==> config.mk <==
export PLATFORM = sky130hd
export DESIGN_NAME = supply_integrity_monitor
export DESIGN_NICKNAME = d
export VERILOG_FILES = /design/src/include/supply_integrity_pkg.sv /design/src/hdl/supply_integrity_monitor.sv
export SDC_FILE = /design/constraint.sdc
export NUM_CORES = 1
export LEC_CHECK = 0
export BUFFER_PORTS_ARGS = -buffer_cell sky130_fd_sc_hd__buf_2
export CAP_MARGIN = 30
export CORE_ASPECT_RATIO = 0.8
export CORE_UTILIZATION = 32
export CTS_CLUSTER_DIAMETER = 100
export DETAILED_ROUTE_END_ITERATION = 8
export GPL_TIMING_DRIVEN = 1
export PLACE_DENSITY = 0.78
export SLEW_MARGIN = 10
export SYNTH_ARGS = -nofsm -noshare
export SYNTH_HDL_FRONTEND = slang
export SYNTH_SLANG_ARGS = --single-unit
==> constraint.sdc <==
create_clock -name clock -period 1.2 [get_ports clock]
set_input_delay 0.06 -clock clock [delete_from_list [all_inputs] [get_ports clock]]
set_output_delay 0.06 -clock clock [all_outputs]
set_load 0.1 [all_outputs]
==> src/include/supply_integrity_pkg.sv <==
/*
 Constants for the supply integrity monitor: register map, field positions,
 reset values and synchroniser depth. Assumes a single 200 MHz clock domain.
*/
package supply_integrity_pkg;
	// Register index as printed; byte address is four times it
	localparam logic [7:0]  SICR_INDEX      = 8'h3a;
	localparam logic [9:0]  SICR_ADDR       = 10'h0e8;
	localparam logic [9:0]  REASON_ADDR     = 10'h0ec;
	localparam logic [9:0]  MODE_ADDR       = 10'h0f0;
	localparam int          ADDR_W          = 10;
	// Field positions of supply_integrity_ctrl_status
	localparam int          IRQ_EN_BIT      = 0;
	localparam int          WARN_BIT        = 1;
	localparam int          UV_RSF_BIT      = 2;
	localparam int          LOCK_BIT        = 3;
	// Field positions of the reset reason register
	localparam int          WDG_RSF_BIT     = 0;
	// Reset value, threshold level codes and synchroniser depth
	localparam logic [7:0]  SICR_RESET      = 8'h00;
	localparam logic [1:0]  LVL_LOW         = 2'h0;
	localparam logic [1:0]  LVL_MED         = 2'h1;
	localparam logic [1:0]  LVL_HIGH        = 2'h2;
	localparam int          SYNC_STAGES     = 2;
	// Reset source encoding seen by the reset controller
	typedef enum logic [1:0] {
		RST_NONE     = 2'b00,
		RST_UNDERVOL = 2'b01,
		RST_WATCHDOG = 2'b10,
		RST_OTHER    = 2'b11
	} reset_cause_t;
endpackage

==> src/hdl/supply_integrity_monitor.sv <==
/*
 Supply integrity monitor: undervoltage reset, supply warning flag and
 interrupt, PLL lock flag and reset-source flags, reached over Avalon-MM.
 Assumes comparator and PLL inputs are asynchronous and the CPU supplies
 its interrupt mask, halt/wait state and vector-entry acknowledge.
*/
// What this block does
// - Hold chip reset while supply below hysteresis threshold
// - Drive reset pin low during undervoltage reset
// - Option selects three thresholds and enables detector
// - Undervoltage reset clears watchdog reset-source flag
// - Warning flag bit 1, real-time, read-only
// - Warning flag changes only by hardware
// - Warning detector only with detector enabled
// - Interrupt on warning crossing either direction
// - Serviced only if enabled and unmasked
// - Interrupt enable is bit 0, software read/write
// - Pending cleared on service routine entry
// - Wait mode unchanged; warning wakes from wait
// - Halt freezes register; no wake from halt
// - Lock flag bit 3, cleared only by power-on
// - Undervoltage flag bit 2, set hardware, software clears
// - Other resets keep undervoltage flag unchanged
// - Register resets to zero except undervoltage flag
// - Illegal opcode or prebyte also resets chip
`timescale 1ns/10ps
module supply_integrity_monitor (
	// Clock and power-on reset
	input  wire logic                                    clock,
	input  wire logic                                    rst_n,
	// Avalon-MM slave
	input  wire logic [supply_integrity_pkg::ADDR_W-1:0] avs_address,
	input  wire logic                                    avs_read,
	input  wire logic                                    avs_write,
	input  wire logic [31:0]                             avs_writedata,
	input  wire logic [3:0]                              avs_byteenable,
	output logic      [31:0]                             avs_readdata,
	output logic                                         avs_waitrequest,
	output logic      [1:0]                              avs_response,
	// Option setting
	input  wire logic                                    opt_detector_enable,
	input  wire logic [1:0]                              opt_threshold_level,
	// Analog comparators, one per level, with hysteresis inside
	input  wire logic [2:0]                              uv_below_threshold,
	input  wire logic [2:0]                              warn_below_threshold,
	input  wire logic                                    pll_locked_async,
	// Other reset sources
	input  wire logic                                    watchdog_reset_req,
	input  wire logic                                    external_reset_req,
	input  wire logic                                    illegal_opcode,
	input  wire logic                                    illegal_prebyte,
	// CPU side
	input  wire logic                                    cpu_irq_mask,
	input  wire logic                                    cpu_halt_mode,
	input  wire logic                                    cpu_wait_mode,
	input  wire logic                                    cpu_irq_ack,
	output logic                                         warn_irq,
	output logic                                         wake_from_wait,
	output logic                                         chip_reset,
	// Reset pin, open drain
	output logic                                         reset_pin_out,
	output logic                                         reset_pin_oe
);
	localparam int NS = supply_integrity_pkg::SYNC_STAGES;

	logic [NS-1:0] uv_sync_ff;
	logic [NS-1:0] warn_sync_ff;
	logic [NS-1:0] lock_sync_ff;
	logic [2:0]    uv_raw;
	logic [2:0]    warn_raw;
	logic          uv_sel;
	logic          warn_sel;
	logic          uv_now;
	logic          warn_now;
	logic          lock_now;
	logic          warn_flag_ff;
	logic          warn_prev_ff;
	logic          irq_en_ff;
	logic          uv_rsf_ff;
	logic          wdg_rsf_ff;
	logic          lock_ff;
	logic          pending_ff;
	logic          soft_reset_ff;
	logic          uv_reset;
	logic          warn_edge;
	logic          wr_sicr;
	logic          wr_reason;
	logic          access;
	logic          hit;
	logic          resp_ff;
	logic [31:0]   rdata_ff;
	logic          done_ff;

	// Pick the comparator of the option-selected level
	function automatic logic level_pick(input logic [2:0] cmp, input logic [1:0] lvl);
		logic r;
		r = 1'b0;
		if (lvl == supply_integrity_pkg::LVL_LOW) begin
			r = cmp[0];
		end else if (lvl == supply_integrity_pkg::LVL_MED) begin
			r = cmp[1];
		end else begin
			r = cmp[2];
		end
		return r;
	endfunction

	// Comparators are free-running; pick before syncing so only one stage set per signal
	assign uv_sel   = level_pick(uv_below_threshold, opt_threshold_level);
	assign warn_sel = level_pick(warn_below_threshold, opt_threshold_level);
	assign uv_raw   = uv_below_threshold;
	assign warn_raw = warn_below_threshold;

	always_ff @(posedge clock) begin
		uv_sync_ff   <= {uv_sync_ff[NS-2:0], uv_sel};
		warn_sync_ff <= {warn_sync_ff[NS-2:0], warn_sel};
		lock_sync_ff <= {lock_sync_ff[NS-2:0], pll_locked_async};
	end

	assign uv_now   = opt_detector_enable & uv_sync_ff[NS-1];
	assign warn_now = opt_detector_enable & warn_sync_ff[NS-1];
	assign lock_now = lock_sync_ff[NS-1];
	assign uv_reset = uv_now;

	// Static reset for as long as the supply stays low
	always_comb begin
		chip_reset    = uv_reset | soft_reset_ff | watchdog_reset_req;
		reset_pin_out = 1'b0;
		reset_pin_oe  = uv_reset | watchdog_reset_req;
	end

	// Illegal code detection becomes a one-cycle-registered reset request
	always_ff @(posedge clock) begin
		if (!rst_n) begin
			soft_reset_ff <= 1'b0;
		end else begin
			soft_reset_ff <= illegal_opcode | illegal_prebyte;
		end
	end

	// Live warning flag, frozen in halt
	always_ff @(posedge clock) begin
		if (!rst_n || uv_reset) begin
			warn_flag_ff <= 1'b0;
			warn_prev_ff <= 1'b0;
		end else if (!cpu_halt_mode) begin
			warn_flag_ff <= warn_now;
			warn_prev_ff <= warn_flag_ff;
		end
	end

	// Either crossing raises the request
	assign warn_edge = (warn_flag_ff != warn_prev_ff) & ~cpu_halt_mode;

	// Interrupt enable
	always_ff @(posedge clock) begin
		if (!rst_n || uv_reset) begin
			irq_en_ff <= 1'b0;
		end else if (wr_sicr && avs_byteenable[0] && !cpu_halt_mode) begin
			irq_en_ff <= avs_writedata[supply_integrity_pkg::IRQ_EN_BIT];
		end
	end

	// Pending request: set wins over service ack and enable clear
	always_ff @(posedge clock) begin
		if (!rst_n || uv_reset) begin
			pending_ff <= 1'b0;
		end else if (warn_edge && irq_en_ff) begin
			pending_ff <= 1'b1;
		end else if (cpu_irq_ack || !irq_en_ff) begin
			pending_ff <= 1'b0;
		end
	end

	assign warn_irq       = pending_ff & irq_en_ff & ~cpu_irq_mask;
	assign wake_from_wait = warn_irq & cpu_wait_mode & ~cpu_halt_mode;

	// Lock flag survives every reset except power-on
	always_ff @(posedge clock) begin
		if (!rst_n) begin
			lock_ff <= 1'b0;
		end else if (lock_now && !cpu_halt_mode) begin
			lock_ff <= 1'b1;
		end
	end

	// Reset-source flags: uv_rsf_ff is not cleared by rst_n so the cause outlives resets; wdg_rsf_ff is cleared by rst_n
	always_ff @(posedge clock) begin
		if (uv_reset) begin
			uv_rsf_ff <= 1'b1;
		end else if (wr_sicr && avs_byteenable[0] && !cpu_halt_mode &&
			!avs_writedata[supply_integrity_pkg::UV_RSF_BIT]) begin
			uv_rsf_ff <= 1'b0;
		end
	end

	always_ff @(posedge clock) begin
		if (uv_reset) begin
			wdg_rsf_ff <= 1'b0;
		end else if (!rst_n) begin
			wdg_rsf_ff <= 1'b0;
		end else if (watchdog_reset_req) begin
			wdg_rsf_ff <= 1'b1;
		end else if (wr_reason && avs_byteenable[0] &&
			!avs_writedata[supply_integrity_pkg::WDG_RSF_BIT]) begin
			wdg_rsf_ff <= 1'b0;
		end
	end

	// Avalon slave: one wait cycle, answer on the second edge
	assign access  = (avs_read | avs_write) & ~done_ff;
	assign hit     = (avs_address == supply_integrity_pkg::SICR_ADDR) ||
	                 (avs_address == supply_integrity_pkg::REASON_ADDR) ||
	                 (avs_address == supply_integrity_pkg::MODE_ADDR);
	assign wr_sicr   = avs_write & done_ff & (avs_address == supply_integrity_pkg::SICR_ADDR);
	assign wr_reason = avs_write & done_ff & (avs_address == supply_integrity_pkg::REASON_ADDR);
	assign avs_waitrequest = (avs_read | avs_write) & ~done_ff;
	assign avs_readdata    = rdata_ff;
	assign avs_response    = resp_ff ? 2'b10 : 2'b00;

	always_ff @(posedge clock) begin
		if (!rst_n) begin
			done_ff  <= 1'b0;
			rdata_ff <= 32'h0000_0000;
			resp_ff  <= 1'b0;
		end else begin
			done_ff <= access;
			// Response stands until the next answer, like the read data
			if (access) begin
				resp_ff <= ~hit;
			end
			if (access && avs_read) begin
				rdata_ff <= 32'h0000_0000;
				unique case (avs_address)
					supply_integrity_pkg::SICR_ADDR: begin
						rdata_ff[supply_integrity_pkg::IRQ_EN_BIT] <= irq_en_ff;
						rdata_ff[supply_integrity_pkg::WARN_BIT]   <= warn_flag_ff;
						rdata_ff[supply_integrity_pkg::UV_RSF_BIT] <= uv_rsf_ff;
						rdata_ff[supply_integrity_pkg::LOCK_BIT]   <= lock_ff;
					end
					supply_integrity_pkg::REASON_ADDR: begin
						rdata_ff[supply_integrity_pkg::WDG_RSF_BIT] <= wdg_rsf_ff;
					end
					supply_integrity_pkg::MODE_ADDR: begin
						rdata_ff[2:0] <= {opt_threshold_level, opt_detector_enable};
					end
					default: begin
						rdata_ff <= 32'h0000_0000;
					end
				endcase
			end
		end
	end

	// Keep per-level comparator buses, external_reset_req and unused bus bits referenced
	logic unused_ok;
	assign unused_ok = ^{uv_raw, warn_raw, external_reset_req, avs_writedata[31:8],
	                     avs_byteenable[3:1]};
endmodule

==> run_results.csv <==
group,metric,value,unit
power_and_ir_drop,leakage,0.696,nW
setup_path,path_class,"flip-flop to primary output",
timing,rsz0062_at_grt,"yes",
setup_path,rr_startpoint,"done_ff$_SDFF_PN0_",
setup_path,crit_path_end_kind,"primary output",
global_route,antenna_found_initial,0,
floorplan,io_pins,108,
timing,fmax,822,MHz
detailed_routing,antenna_left,0,
synth,ys_seq_area_frac,0.377,
timing,fin_ws,-0.0165,ns
setup_path,rr_endpoint,"avs_readdata[3]$_SDFFE_PN0P_",
detailed_routing,drc_errors,0,
detailed_routing,drt-pass1-iter-count,4,
synth,ys_ff_latch,20,
timing,period_needed,1.22,ns
synth,yosys.area.top_type,"dfxtp_1",
synth,ys_top_cells_by_area,"dfxtp_1 38%, buf_4 22%, mux2i_1 3.8%",
setup_path,crit_path_max_incr_delay,0.35,ns
cells_and_area,fin_nets,243,
power_and_ir_drop,peakVddDrop,0.000638,V
floorplan,die_y,53.5,um
setup_path,crit_end,"wake_from_wait",
global_route,grt_overflow,0,
setup_path,cp_top_family,"flip-flops",
global_route,grt_pass1_vias,819,
clocking,cts_tree,"yes",
floorplan,core_area,0.00313,mm2
clocking,clock-sinks,20,
timing,hold_viol_final,0,
detailed_routing,wl,2.29,mm
min_path,holdCritPathClass,"primary input to flip-flop",
clocking,root_buffer,"clkbuf_8",
global_route,grt_pass1_wl,3.39,mm
cells_and_area,synthToLayoutAreaGrowth,40.6,%
job,cap_violations,0,
timing,slew_violations,0,
setup_path,reg2reg_slack,0.03,ns
synth,syn_inst,118,
cells_and_area,num_antenna_cells,0,
global_route,grt_usage,0.131,
setup_path,crit_cells,3,
detailed_routing,vias_per_cell,4.39,
setup_path,cp-startpoint,"irq_en_ff$_SDFFE_PP0P_",
synth,avgSynthCellArea,9.00,um2
clocking,cts_htree_levels,1,
clocking,cts.clk_slew.worst_paths,0.08,ns
cells_and_area,drive_gt1_frac,0.437,
timing,skew,0.00866,ns
detailed_routing,num_vias,940,
clocking,cts_inserted_buffers,3,
cells_and_area,final_common_cell,"buf_2",
outcome,violations,"setup timing",
setup_path,reg2reg_depth,3,
setup_path,cp_slowest_cell,"dfxtp_2",
cells_and_area,final_util,0.477,
clocking,worstSkewPairLatency,0.26,ns
timing,setup_viol,1,
cells_and_area,final_cell_mix,"38 x buf_2, 30 x conb_1, 15 x dfxtp_1",
setup_path,crit_buf_inv,1,
placed_design,gp_congestion,0.713,
setup_path,path_cells,"nand2_2, nor4b_4, buf_12",
synth,yosys.cell_types.count,32,
floorplan,std_cell_rows,18,
detailed_routing,detail_route.wl_per_cell,10.7,um
placed_design,dp_slack,-0.240,ns
synth,yosysWarnings,0,
placed_design,dp_hpwl,1.81,mm
floorplan,start_util,0.339,
synth,syn_area,0.00106,mm2
synth,synth.top_cell.area_share,0.377,
clocking,clock_tree.buffer_depth,2,
global_route,grt_max_degree,14,
timing,fin_crit_sh,1.01,
power_and_ir_drop,p_per_area,1300,mW/mm2
floorplan,die_width,66.4,um
placed_design,numPortBuffers,43,
min_path,hold-path-cell-count,2,
detailed_routing,drtIter0Drc,33,
outcome,status,"complete, but fails checks",
setup_path,crit_required,1.14,ns
timing,hold_ws,0.00428,ns
floorplan,design.die.area,0.00356,mm2
setup_path,crit_path_max_fanout,2,
setup_path,startpoint_type,"flip-flop",
setup_path,cp_data_arrival_time,1.16,ns
[worst min-delay path by stage]
stage	start	to
6_report	illegal_prebyte	soft_reset_ff$_SDFF_PN0_
2_1_floorplan	pll_locked_async	lock_sync_ff[0]$_DFF_P_
3_3_place_gp	pll_locked_async	lock_sync_ff[0]$_DFF_P_
4_1_cts	uv_below_threshold[2]	uv_sync_ff[0]$_DFF_P_
3_5_place_dp	pll_locked_async	lock_sync_ff[0]$_DFF_P_
5_1_grt	illegal_prebyte	soft_reset_ff$_SDFF_PN0_
[registers in the layout (all words and copies together) (netlist names)]
name	flops
soft_reset_ff	1
done_ff	1
irq_en_ff	1
warn_flag_ff	1
uv_sync_ff	2
lock_sync_ff	2
warn_sync_ff	2
resp_ff	1
avs_readdata	4
lock_ff	1
pending_ff	1
warn_prev_ff	1
wdg_rsf_ff	1
uv_rsf_ff	1
[cell usage after synthesis, drive strengths merged]
library cell  number
nor4               1
or4b               1
a31oi              3
o211ai             1
nand3              8
nor3b              3
xnor2              1
conb               1
and2               1
nand3b             1
o41ai              1
clkbuf             1
dfxtp             20
mux2               1
o21ai              6
o21a               2
nor2b              5
nor2               3
buf               31
a21oi              3
nand2b             2
mux2i              4
o21ba              1
a22oi              3
or4                2
o22ai              1
nand2              6
nor4bb             1
or2                2
inv                1
nor4b              1
[stage by stage]
| stage | setup TNS [ns] | instance area (um2) | instances | total power, W |
|---|---|---|---|---|
| finish | -0.0165 | 1490 | 214 | 0.00195 |
| global route | -0.114 | 1490 | 214 | 0.00202 |
| CTS | -0.0337 | 1480 | 214 | 0.00196 |
| detailed placement | -0.979 | 1380 | 205 | 0.00144 |
| global placement | -0.887 | 1380 | 205 | 0.00143 |
| floorplan | -0.567 | 1220 | 147 | 0.00137 |
[kinds of logic (layout without fill, tap and decap cells)]
| group | after synthesis | in the layout | synth area share |
|---|---|---|---|
| AO/OA/AOI/OAI | 21 | 21 | 0.126 |
| XOR/XNOR | 1 | 1 | 0.00825 |
| buffers and inverters | 33 | 60 | 0.226 |
| flip-flops | 20 | 20 | 0.377 |
| multiplexers | 5 | 5 | 0.0483 |
| other | 1 | 30 | 0.00353 |
| AND/OR/NAND/NOR | 37 | 37 | 0.211 |
[report_power, final]
part / leakage, nW / total, W / internal, W / switching, W
Combinational: 0.501 / 0.000730 / 0.000145 / 0.000585
Clock: 0.0288 / 0.000511 / 0.000292 / 0.000219
Sequential: 0.167 / 0.000708 / 0.000694 / 0.0000135
[cell type report]
type | instances | area [um2]
Fill cell | 302 | 1640
Sequential cell | 20 | 407
Multi-Input combinational cell | 94 | 593
Tap cell | 40 | 50.0
Timing Repair Buffer | 55 | 385
Clock buffer | 4 | 55.1
Inverter | 1 | 3.75
[what timing repair did]
item / in CTS / in global routing
hold buffers: 2 / 0
endpoints found under the hold margin: 2 / 0
resized for setup: 1 / 5
pin swaps: 2 / 1
setup endpoints to repair: 2 / 6
buffers inserted: 3 / 0
[routing by layer]
metal | wire length (um) | share of wire | GRT usage | up-vias
met4 | 11 | 0.0048 | 0.0426 | 0
met5 | 0 | 0 | 0 | -
met2 | 1060 | 0.46 | 0.221 | 48
met1 | 1000 | 0.44 | 0.153 | 424
met3 | 209 | 0.091 | 0.0530 | 2
li1 | - | - | - | 466
Power figures use the tool's default switching activity.
